`src/verilog/timer_regs.vh`:
```
// Register offsets, fields, reset values and mode constants of the timer
`ifndef TIMER_REGS_VH
`define TIMER_REGS_VH
// ==========================================
// Register byte offsets
`define OFF_CTRL_A 8'h00
`define OFF_CTRL_B 8'h04
`define OFF_CMP_A 8'h08
`define OFF_CMP_B 8'h0C
`define OFF_CAPTURE 8'h10
`define OFF_COUNT 8'h14
`define OFF_STATUS 8'h18
`define OFF_MASK 8'h1C
`define OFF_PRESCALE 8'h20
// ==========================================
// Fields
`define WM_LOW_MSB 1
`define WM_LOW_LSB 0
`define WM_HIGH_MSB 4
`define WM_HIGH_LSB 3
`define CLK_EN_BIT 0
`define ST_OVF 0
`define ST_MATCH_A 1
`define ST_MATCH_B 2
`define ST_W 3
// ==========================================
// Reset values and fixed limits
`define RST_16 16'h0000
`define TOP_MAX 16'hFFFF
`define TOP_8 16'h00FF
`define TOP_9 16'h01FF
`define TOP_10 16'h03FF
`define PRESCALE_RST 16'h0000
// ==========================================
// Source of TOP
`define TSRC_FIXED 2'd0
`define TSRC_CMP_A 2'd1
`define TSRC_CAPTURE 2'd2
// Update and overflow points
`define PT_IMMED 2'd0
`define PT_TOP 2'd1
`define PT_BOTTOM 2'd2
`define PT_MAX 2'd3
`endif

```
`src/verilog/wave_mode_decode.v`:
```
// Decoder from the four-bit waveform mode to counting behaviour
`timescale 1ns/1ns
`include "timer_regs.vh"
module wave_mode_decode (
	// Mode in
	input wire [3:0] wave_mode,
	// Decoded behaviour
	output reg [15:0] fixed_top,
	output reg [1:0] top_source,
	output reg [1:0] update_point,
	output reg [1:0] overflow_point,
	output reg dual_slope
);
	always @* begin
		fixed_top = `TOP_MAX;
		top_source = `TSRC_FIXED;
		update_point = `PT_IMMED;
		overflow_point = `PT_MAX;
		dual_slope = 1'b0;
		case (wave_mode)
			4'd0: begin
				fixed_top = `TOP_MAX;
			end
			4'd1, 4'd2, 4'd3: begin
				fixed_top = (wave_mode == 4'd1) ? `TOP_8 : (wave_mode == 4'd2) ? `TOP_9 : `TOP_10;
				dual_slope = 1'b1;
				update_point = `PT_TOP;
				overflow_point = `PT_BOTTOM;
			end
			4'd4: begin
				top_source = `TSRC_CMP_A;
			end
			4'd5, 4'd6, 4'd7: begin
				fixed_top = (wave_mode == 4'd5) ? `TOP_8 : (wave_mode == 4'd6) ? `TOP_9 : `TOP_10;
				update_point = `PT_TOP;
				overflow_point = `PT_TOP;
			end
			4'd8, 4'd9: begin
				top_source = wave_mode[0] ? `TSRC_CMP_A : `TSRC_CAPTURE;
				dual_slope = 1'b1;
				update_point = `PT_BOTTOM;
				overflow_point = `PT_BOTTOM;
			end
			4'd10, 4'd11: begin
				top_source = wave_mode[0] ? `TSRC_CMP_A : `TSRC_CAPTURE;
				dual_slope = 1'b1;
				update_point = `PT_TOP;
				overflow_point = `PT_BOTTOM;
			end
			4'd12: begin
				top_source = `TSRC_CAPTURE;
			end
			4'd14, 4'd15: begin
				top_source = wave_mode[0] ? `TSRC_CMP_A : `TSRC_CAPTURE;
				update_point = `PT_TOP;
				overflow_point = `PT_TOP;
			end
			default: begin
				fixed_top = `TOP_MAX;
			end
		endcase
	end
endmodule

```
`src/verilog/timer_wave_mode.v`:
```
// Sixteen-bit timer with waveform mode decode and AXI4-Lite registers
// How it works
// - The mode is the two low bits of control A joined with bits 4 and 3 of control B as its high bits.
// - Mode 0 counts up to 0xFFFF, loads compare writes at once and flags overflow at MAX.
// - Modes 4 and 12 take TOP from compare A or capture, load at once and flag overflow at MAX.
// - Modes 1, 2 and 3 count up and down with TOP 0x00FF, 0x01FF and 0x03FF.
// - Those fixed phase correct modes update compares at TOP and flag overflow at BOTTOM.
// - Modes 5 to 7 count up only and update compares and flag overflow at TOP.
// - Modes 8 and 9 take TOP from capture or compare A and update and flag at BOTTOM.
// - Modes 10 and 11 take TOP from capture or compare A, update at TOP and flag at BOTTOM.
// - Modes 14 and 15 take TOP from capture or compare A and update and flag at TOP.
//
// Design decisions made here: register access over AXI4-Lite and the address map.
`timescale 1ns/1ns
`include "timer_regs.vh"
module timer_wave_mode (
	// Clock and reset
	input wire aclk,
	input wire aresetn,
	// Write address
	input wire [7:0] s_axi_awaddr,
	input wire s_axi_awvalid,
	output reg s_axi_awready,
	// Write data
	input wire [31:0] s_axi_wdata,
	input wire [3:0] s_axi_wstrb,
	input wire s_axi_wvalid,
	output reg s_axi_wready,
	// Write response
	output reg [1:0] s_axi_bresp,
	output reg s_axi_bvalid,
	input wire s_axi_bready,
	// Read address
	input wire [7:0] s_axi_araddr,
	input wire s_axi_arvalid,
	output reg s_axi_arready,
	// Read data
	output reg [31:0] s_axi_rdata,
	output reg [1:0] s_axi_rresp,
	output reg s_axi_rvalid,
	input wire s_axi_rready,
	// Events
	output reg irq
);
	// ==========================================
	// Registers
	reg [7:0] ctrl_a_r;
	reg [7:0] ctrl_b_r;
	reg [15:0] cmp_a_buf_r;
	reg [15:0] cmp_b_buf_r;
	reg [15:0] cmp_a_r;
	reg [15:0] cmp_b_r;
	reg [15:0] capture_r;
	reg [15:0] count_r;
	reg count_down_r;
	reg [`ST_W-1:0] status_r;
	reg [`ST_W-1:0] mask_r;
	reg [15:0] prescale_r;
	reg [15:0] pre_cnt_r;
	reg tick_r;
	reg [7:0] awaddr_r;
	reg [31:0] wdata_r;
	reg [3:0] wstrb_r;
	reg aw_have_r;
	reg w_have_r;
	// ==========================================
	// Mode decode
	wire [3:0] wave_mode;
	wire [15:0] fixed_top;
	wire [1:0] top_source;
	wire [1:0] update_point;
	wire [1:0] overflow_point;
	wire dual_slope;
	assign wave_mode = {ctrl_b_r[`WM_HIGH_MSB:`WM_HIGH_LSB], ctrl_a_r[`WM_LOW_MSB:`WM_LOW_LSB]};
	wave_mode_decode u_decode (
		.wave_mode(wave_mode),
		.fixed_top(fixed_top),
		.top_source(top_source),
		.update_point(update_point),
		.overflow_point(overflow_point),
		.dual_slope(dual_slope)
	);
	// ==========================================
	// Counter sequence
	reg [15:0] top_val;
	reg [15:0] count_nxt;
	reg down_nxt;
	reg at_top;
	reg at_bottom;
	reg at_max;
	reg update_now;
	reg ovf_now;
	always @* begin
		case (top_source)
			`TSRC_CMP_A: top_val = cmp_a_r;
			`TSRC_CAPTURE: top_val = capture_r;
			default: top_val = fixed_top;
		endcase
	end
	always @* begin
		count_nxt = count_r;
		down_nxt = count_down_r;
		at_top = 1'b0;
		at_bottom = 1'b0;
		at_max = 1'b0;
		if (tick_r) begin
			if (dual_slope) begin
				if (count_down_r) begin
					if (count_r == `RST_16 || count_r > top_val) begin
						down_nxt = 1'b0;
						count_nxt = (count_r == `RST_16) ? 16'h0001 : `RST_16;
					end else begin
						count_nxt = count_r - 16'h0001;
						at_bottom = (count_nxt == `RST_16);
					end
				end else if (count_r >= top_val) begin
					down_nxt = 1'b1;
					count_nxt = (count_r == `RST_16) ? `RST_16 : count_r - 16'h0001;
				end else begin
					count_nxt = count_r + 16'h0001;
					at_top = (count_nxt == top_val);
				end
			end else begin
				down_nxt = 1'b0;
				if (count_r == top_val) begin
					count_nxt = `RST_16;
					at_bottom = 1'b1;
				end else begin
					count_nxt = count_r + 16'h0001;
					at_top = (count_nxt == top_val);
				end
				at_max = (count_nxt == `TOP_MAX) && (count_r != top_val);
			end
		end
		case (update_point)
			`PT_TOP: update_now = at_top;
			`PT_BOTTOM: update_now = at_bottom;
			default: update_now = 1'b1;
		endcase
		case (overflow_point)
			`PT_TOP: ovf_now = at_top;
			`PT_BOTTOM: ovf_now = at_bottom;
			default: ovf_now = at_max;
		endcase
	end
	// ==========================================
	// Bus helpers
	wire aw_take;
	wire w_take;
	wire do_write;
	wire ar_take;
	assign aw_take = s_axi_awvalid && s_axi_awready;
	assign w_take = s_axi_wvalid && s_axi_wready;
	assign do_write = aw_have_r && w_have_r && !s_axi_bvalid;
	assign ar_take = s_axi_arvalid && s_axi_arready;
	wire wr_ctrl_a = do_write && awaddr_r == `OFF_CTRL_A && wstrb_r[0];
	wire wr_ctrl_b = do_write && awaddr_r == `OFF_CTRL_B && wstrb_r[0];
	wire wr_cmp_a = do_write && awaddr_r == `OFF_CMP_A;
	wire wr_cmp_b = do_write && awaddr_r == `OFF_CMP_B;
	wire wr_cap = do_write && awaddr_r == `OFF_CAPTURE;
	wire wr_cnt = do_write && awaddr_r == `OFF_COUNT;
	wire wr_stat = do_write && awaddr_r == `OFF_STATUS && wstrb_r[0];
	wire wr_mask = do_write && awaddr_r == `OFF_MASK && wstrb_r[0];
	wire wr_pre = do_write && awaddr_r == `OFF_PRESCALE;
	function [15:0] merge16;
		input [15:0] old;
		input [31:0] d;
		input [3:0] s;
		begin
			merge16 = {s[1] ? d[15:8] : old[15:8], s[0] ? d[7:0] : old[7:0]};
		end
	endfunction
	wire [15:0] cmp_a_wval = merge16(cmp_a_buf_r, wdata_r, wstrb_r);
	wire [15:0] cmp_b_wval = merge16(cmp_b_buf_r, wdata_r, wstrb_r);
	wire immed = (update_point == `PT_IMMED);
	// ==========================================
	// Match events
	wire match_a = tick_r && (count_nxt == cmp_a_r);
	wire match_b = tick_r && (count_nxt == cmp_b_r);
	wire [`ST_W-1:0] events = {match_b, match_a, ovf_now};
	// ==========================================
	// Timer state
	always @(posedge aclk) begin
		if (!aresetn) begin
			ctrl_a_r <= 8'h00;
			ctrl_b_r <= 8'h00;
			cmp_a_buf_r <= `RST_16;
			cmp_b_buf_r <= `RST_16;
			cmp_a_r <= `RST_16;
			cmp_b_r <= `RST_16;
			capture_r <= `RST_16;
			count_r <= `RST_16;
			count_down_r <= 1'b0;
			status_r <= {`ST_W{1'b0}};
			mask_r <= {`ST_W{1'b0}};
			prescale_r <= `PRESCALE_RST;
			pre_cnt_r <= `RST_16;
			tick_r <= 1'b0;
			irq <= 1'b0;
		end else begin
			if (ctrl_b_r[`CLK_EN_BIT] && pre_cnt_r >= prescale_r) begin
				pre_cnt_r <= `RST_16;
				tick_r <= 1'b1;
			end else begin
				pre_cnt_r <= ctrl_b_r[`CLK_EN_BIT] ? pre_cnt_r + 16'h0001 : `RST_16;
				tick_r <= 1'b0;
			end
			if (wr_ctrl_a)
				ctrl_a_r <= wdata_r[7:0];
			if (wr_ctrl_b)
				ctrl_b_r <= wdata_r[7:0];
			if (wr_cap)
				capture_r <= merge16(capture_r, wdata_r, wstrb_r);
			if (wr_pre)
				prescale_r <= merge16(prescale_r, wdata_r, wstrb_r);
			if (wr_mask)
				mask_r <= wdata_r[`ST_W-1:0];
			if (wr_cmp_a)
				cmp_a_buf_r <= cmp_a_wval;
			if (wr_cmp_b)
				cmp_b_buf_r <= cmp_b_wval;
			if (immed) begin
				cmp_a_r <= wr_cmp_a ? cmp_a_wval : cmp_a_buf_r;
				cmp_b_r <= wr_cmp_b ? cmp_b_wval : cmp_b_buf_r;
			end else if (update_now) begin
				cmp_a_r <= cmp_a_buf_r;
				cmp_b_r <= cmp_b_buf_r;
			end
			if (wr_cnt) begin
				count_r <= merge16(count_r, wdata_r, wstrb_r);
			end else begin
				count_r <= count_nxt;
				count_down_r <= down_nxt;
			end
			// Set wins over write-one-to-clear
			status_r <= (status_r & ~(wr_stat ? wdata_r[`ST_W-1:0] : {`ST_W{1'b0}})) | events;
			irq <= |(((status_r & ~(wr_stat ? wdata_r[`ST_W-1:0] : {`ST_W{1'b0}})) | events) & mask_r);
		end
	end
	// ==========================================
	// AXI4-Lite write
	always @(posedge aclk) begin
		if (!aresetn) begin
			s_axi_awready <= 1'b0;
			s_axi_wready <= 1'b0;
			s_axi_bvalid <= 1'b0;
			s_axi_bresp <= 2'b00;
			aw_have_r <= 1'b0;
			w_have_r <= 1'b0;
			awaddr_r <= 8'h00;
			wdata_r <= 32'h0000_0000;
			wstrb_r <= 4'h0;
		end else begin
			s_axi_awready <= !aw_have_r && !aw_take && !s_axi_bvalid;
			s_axi_wready <= !w_have_r && !w_take && !s_axi_bvalid;
			if (aw_take) begin
				aw_have_r <= 1'b1;
				awaddr_r <= s_axi_awaddr;
			end
			if (w_take) begin
				w_have_r <= 1'b1;
				wdata_r <= s_axi_wdata;
				wstrb_r <= s_axi_wstrb;
			end
			if (do_write) begin
				s_axi_bvalid <= 1'b1;
				s_axi_bresp <= (awaddr_r[1:0] == 2'b00 && awaddr_r <= `OFF_PRESCALE) ? 2'b00 : 2'b10;
				aw_have_r <= 1'b0;
				w_have_r <= 1'b0;
			end else if (s_axi_bvalid && s_axi_bready) begin
				s_axi_bvalid <= 1'b0;
			end
		end
	end
	// ==========================================
	// AXI4-Lite read
	always @(posedge aclk) begin
		if (!aresetn) begin
			s_axi_arready <= 1'b0;
			s_axi_rvalid <= 1'b0;
			s_axi_rdata <= 32'h0000_0000;
			s_axi_rresp <= 2'b00;
		end else begin
			s_axi_arready <= !s_axi_rvalid && !ar_take;
			if (ar_take) begin
				s_axi_rvalid <= 1'b1;
				s_axi_rresp <= 2'b00;
				case (s_axi_araddr)
					`OFF_CTRL_A: s_axi_rdata <= {24'h00_0000, ctrl_a_r};
					`OFF_CTRL_B: s_axi_rdata <= {24'h00_0000, ctrl_b_r};
					`OFF_CMP_A: s_axi_rdata <= {16'h0000, cmp_a_buf_r};
					`OFF_CMP_B: s_axi_rdata <= {16'h0000, cmp_b_buf_r};
					`OFF_CAPTURE: s_axi_rdata <= {16'h0000, capture_r};
					`OFF_COUNT: s_axi_rdata <= {16'h0000, count_r};
					`OFF_STATUS: s_axi_rdata <= {{(32-`ST_W){1'b0}}, status_r};
					`OFF_MASK: s_axi_rdata <= {{(32-`ST_W){1'b0}}, mask_r};
					`OFF_PRESCALE: s_axi_rdata <= {16'h0000, prescale_r};
					default: begin
						s_axi_rdata <= 32'h0000_0000;
						s_axi_rresp <= 2'b10;
					end
				endcase
			end else if (s_axi_rvalid && s_axi_rready) begin
				s_axi_rvalid <= 1'b0;
			end
		end
	end
endmodule

```
`config.mk`:
```
export PLATFORM = sky130hd
export DESIGN_NAME = timer_wave_mode
export DESIGN_NICKNAME = d
export VERILOG_FILES = /design/src/verilog/wave_mode_decode.v /design/src/verilog/timer_wave_mode.v
export VERILOG_INCLUDE_DIRS = /design/src /design/src/verilog
export SDC_FILE = /design/constraint.sdc
export NUM_CORES = 1
export LEC_CHECK = 0
export ABC_AREA = 1
export BUFFER_PORTS_ARGS = -buffer_cell sky130_fd_sc_hd__clkbuf_2
export CAP_MARGIN = 10
export CORE_UTILIZATION = 31
export DETAILED_ROUTE_END_ITERATION = 10
export PLACE_DENSITY = 0.53
export SLEW_MARGIN = 10
export SYNTH_ARGS = -nofsm -noshare
export SYNTH_HDL_FRONTEND = slang
export SYNTH_HIERARCHICAL = 1
export SYNTH_SLANG_ARGS = --single-unit
```
`constraint.sdc`:
```
create_clock -name aclk -period 5.96 [get_ports aclk]
set_input_delay 1.49 -clock aclk [delete_from_list [all_inputs] [get_ports aclk]]
set_output_delay 1.49 -clock aclk [all_outputs]
set_load 0.05 [all_outputs]
```
After elaboration in Yosys (flattened, before gate mapping)
Index checks and enable logic that the tools add are counted.

$add $sub $neg: 3. Mux-type cells: 61. Order comparisons: 4. Shift operators: 0. Div/mod/pow operators: 0. Bitwise logic cells: 7. Equal/unequal tests: 44. Reductions and logical operators: 63. $mul: 0.

Operator list (number): $mux W16 (18); $pmux W16 S9 (1); $eq A16 B16 Y1 (4); $eq A8 B5 Y1 const B (8); $pmux W16 S2 (2); $mux W8 (6); $add A16 B1 Y16 const B (2); $eq A8 B4 Y1 const B (4); $ge A16 B16 Y1 (2); $logic_not A16 Y1 (2); $logic_and A1 B1 Y1 (30); $eq A4 B4 Y1 const B (7); $mux W1 (23); $mux W10 (2); $eq A16 B16 Y1 const B (1); $eq A4 B3 Y1 const B (4); $eq A8 B3 Y1 const B (2); $eq A8 B6 Y1 const B (2); $gt A16 B16 Y1 (1); $logic_not A8 Y1 (2); $ne A16 B16 Y1 (1); $sub A16 B1 Y16 const B (1); $reduce_or A3 Y1 (4); $reduce_and A2 Y1 (5); 25 further kinds (48).

Input bits: 59. Word-level logic and storage cells: 213. Flip-flop bits (word level): 222. Output and inout port bits: 42. Memories kept: 0. Bits in writable memories: 0. Latch bits: 0. Bits in read-only memories: 0.

Logic depth before layout (Yosys ltp)
Depth after elaboration: 17. Depth in mapped cells: 35. Depth with buffers taken out: 33.

Modules after synthesis
Netlist, hierarchy kept.

Modules (own cells, without submodules): timer_wave_mode (cells each 1874, sequential area each 4083.9 um2, times used 1, area an instance 12283.0 um2); wave_mode_decode (cells each 33, sequential area each 0.0 um2, times used 1, area an instance 188.9 um2).

Worst setup path before layout
Ideal clock, no wire load.

Path type: register to register. Start: register ctrl_a_r[1]. End: register irq. Arrival: 3550 ps. Cell stages (with the launch flop): 29. Clock period less this slack: 3667 ps. Path slack: 2293 ps. Data required time: 5843 ps. Path buffers: 2. Setup time: 117 ps. Cell sequence: dfxtp_1 -> inv_1 -> nand2_1 -> nand3_1 -> nand2_1 -> inv_1 -> ha_1 -> inv_2 -> clkbuf_1 -> o21ai_0 -> ha_1 -> nand2_1 -> nor2_2 -> nand2_1 -> nor2_2 -> nand2_2 -> nand4_1 -> buf_4 -> nand2_1 -> nand3_1 -> nand3_1 -> nand2_1 -> nand2_1 -> o211ai_1 -> nor2_1 -> nand2_1 -> nand2_1 -> a21oi_1 -> nand2_1.

Longest elaborated chain between the ends: 17. Elaborated cells on any way between the ends: 68. Classes of those cells: order compare (2); eq/ne (24); mux (30); bitwise (2); reduce/logical (10).

Ends and longest elaborated chain: from (decl) (RTL line timer_wave_mode.v:47) `reg [7:0] ctrl_a_r;`; from (signal assigned) (RTL line timer_wave_mode.v:209) `ctrl_a_r <= wdata_r[7:0];`; $eq A4 B4 Y1 (RTL line wave_mode_decode.v:20) `case (wave_mode)`; $reduce_or A6 Y1 (no line); $pmux W2 S3 (*) (RTL line wave_mode_decode.v:20); named net top_source[0] (RTL line timer_wave_mode.v:70) `wire [1:0] top_source;`; $eq A2 B2 Y1 / $eq A2 B1 Y1 (equally long branches) (RTL line timer_wave_mode.v:94) `case (top_source)`; $pmux W16 S2 (*) (RTL line timer_wave_mode.v:94); branches (longest 9 deep; another with $gt A16 B16 Y1); $or A3 B3 Y3 (*) (RTL line timer_wave_mode.v:237) `` irq <= |(((status_r & ~(wr_stat ? wdata_r[`ST_W-1:0] : {`ST_W{1'b0}})) | events) & mask_r); ``; $and A3 B3 Y3 (*) (RTL line timer_wave_mode.v:237); $reduce_or A3 Y1 (*) (RTL line timer_wave_mode.v:237); to (signal assigned) (RTL line timer_wave_mode.v:237); to (decl) (RTL line timer_wave_mode.v:43) `output reg irq`.

Mark *: on every way through the listed nets, which the timed path passes. The select of a mux whose other input is x is not followed. A chain may end at the register's enable or synchronous reset.

Worst setup path in the final report
Same ends and word-level chain as after synthesis.

==> impl_metrics.csv <==
group,metric,value,unit
synth,ys_ff_latch,204,
routing,drt_iter0_markers,969,
timing,timing.final.crit_share,0.852,
synth,yosysTopAreaCell,"dfxtp_1",
die,core_area,39700,um2
timing,relSlewSlack,0.279,
finish,regArea,4080,um2
routing,dr.pass1.iters,5,
synth,syn_inst,1907,
routing,routed_wl,42800,um
timing,max_freq,197,MHz
synth,synthTopCellsByArea,"dfxtp_1 33%, nand2_1 12%, inv_1 7.4%, o21ai_0 6.6%, a21oi_1 6.1%",
die,die_h,203,um
worst_setup_path,start_kind,"flip-flop",
synth,synth_area,12500,um2
routing,drc_errors,0,
timing,rsz0062_at_grt,"no",
timing,finalSetupViolCount,0,
placement,place.gp.congestion,0.932,
clocking,worstSkewPairLatency,0.51,ns
hold_path,hold_depth,1,
timing,skew,0.0101,ns
timing,setup_ws,0.883,ns
routing,vias,12700,
finish,num_antenna_cells,0,
clocking,clockBufferDepth,3,
finish,drive_gt1_frac,0.0792,
pwr,power_density,214,nW/um2
grt,grt_max_degree,86,
hold_path,hp-class,"reg2reg",
timing,tns,0,ns
clocking,h-tree-depth,1,
synth,async_reset_ff_frac,0,
clocking,cts-resized-gates,0,
placement,dp_hpwl,32800,um
grt,grt_pass1_wl,67000,um
pwr,vdd_drop_max,0.000180,V
grt,antenna_found_initial,0,
timing,finalHoldViolations,0,
synth,synth_top_area_share,0.327,
clocking,postCtsHoldBufs,0,
routing,routed_via_density,5.12,
timing,drv_slew,0,
clocking,cts-buffers-inserted,22,
routing,ant_nets,0,
worst_setup_path,cp.arrival,5.52,ns
clocking,post_cts_buffers,0,
synth,synth_flop_cell,"dfxtp_1",
clocking,cts-root-buf,"clkbuf_16",
worst_setup_path,cp_common_cell,"nand2_1",
synth,synth_edf_count,0,
grt,grt_overflow_total,0,
status,outcome,"completed",
clocking,path_clk_slew,0.06,ns
clocking,cts_sinks,204,
die,dieArea,41000,um2
finish,nets,2034,
grt,grt_usage,0.206,
finish,area_growth,11.2,%
worst_setup_path,cp_max_fo,16,
worst_setup_path,slowest_stage,"dfxtp_1",
worst_setup_path,worstPathRequired,6.41,ns
worst_setup_path,endpoint_kind,"flip-flop",
timing,tightest_slew,1.05,ns
synth,synth.distinct_cells,50,
synth,yosys_warnings,6,
worst_setup_path,path_class,"reg2reg",
grt,grt_pass1_vias,11800,
finish,nFillCells,4364,
placement,numPortBuffers,64,
clocking,cts_tree,"yes",
worst_setup_path,max_stage_delay,0.52,ns
synth,synth_common_cells,"403 x nand2_1, 245 x inv_1, 204 x dfxtp_1",
routing,routedWlPerCell,17.3,um
synth,synth_area_per_cell,6.54,um2
die,rows,73,
die,start_util,0.314,
pwr,leakage,0.00559,uW
synth,post-synth-top-count-cell,"nand2_1",
timing,fin_crit,5.08,ns
synth,ys_seq_area_frac,0.327,
worst_setup_path,worst-r2r-cell-count,28,
die,fp.dieW,203,um
flow_run,maxCapViolCount,0,
die,ios,101,
finish,multi_input_area,6950,um2
placement,post-place-ws,0.889,ns
[cell usage in the layout (no fill, tap or decap), drive strengths merged, types with 26 or more instances in the layout]
cell type,count
ha,44
o22ai,45
dfxtp,204
inv,250
nand3,123
nor2,184
a21oi,152
clkbuf,97
conb,26
nand2,405
o21ai,204
[logic make-up (layout without fill, tap and decap cells)]
kind of cell,Yosys count,in the layout,share of synthesized area
AND/OR/NAND/NOR,797,797,0.276
other,2,26,0.000602
flip-flops,204,204,0.327
AO/OA/AOI/OAI,470,470,0.211
buffers and inverters,365,379,0.124
XOR/XNOR,25,25,0.0176
adder cells (fa/ha/maj),44,44,0.0441
[metrics by stage]
| step | hold slack (ns) | instance area, um2 | power, uW | instances | utilization |
|---|---|---|---|---|---|
| 6_report | 0.448 | 13900 | 2970 | 2470 | 0.349 |
| 5_1_grt | 0.472 | 13900 | 3070 | 2470 | 0.349 |
| 4_1_cts | 0.451 | 13900 | 3000 | 2470 | 0.349 |
| 3_5_place_dp | 0.452 | 13100 | 1600 | 2432 | 0.330 |
| 3_3_place_gp | 0.445 | 13100 | 1600 | 2432 | 0.330 |
| 2_1_floorplan | 0.421 | 12600 | 1560 | 1931 | - |
[final timing paths]
check	startpoint	end	slack [ns]
max	ctrl_a_r[1]	irq	0.88
min	aw_have_r	s_axi_awready	0.45
max reg2reg	ctrl_a_r[1]	irq	0.88
min reg2reg	aw_have_r	s_axi_awready	0.45
[final cells by class]
class	count	area share
Multi-Input combinational cell	1362	0.501
Tap cell	525	0.0474
Clock inverter	4	0.00352
Sequential cell	204	0.295
Inverter	256	0.0693
Clock buffer	34	0.0495
Timing Repair Buffer	85	0.0346
[worst max-delay path, delay by kind of cell, from the launching register on]
family / cells / cell delay, ns
buffers and inverters: 3 / 0.28
AOI/OAI and AO/OA: 2 / 0.63
adders and majority gates: 2 / 0.72
DFF: 1 / 0.52
xor gates and xnor gates: 1 / 0.23
and+or+nand+nor: 20 / 2.64
[routing by layer]
metal  vias up  global-route usage  part of all wire
met5         -                   0                 0
met2       389               0.333              0.45
met1      5896               0.294              0.48
li1       6328                   -                 -
met4         0              0.0475             0.016
met3        40              0.0180             0.053
[power by group]
group	leakage [uW]	internal (uW)	switching [uW]
clock	0.000365	833	562
sequential	0.00165	1380	15.2
combinational	0.00358	40.4	135
total	0.00559	2260	712
(Power assumes the default switching activity.)
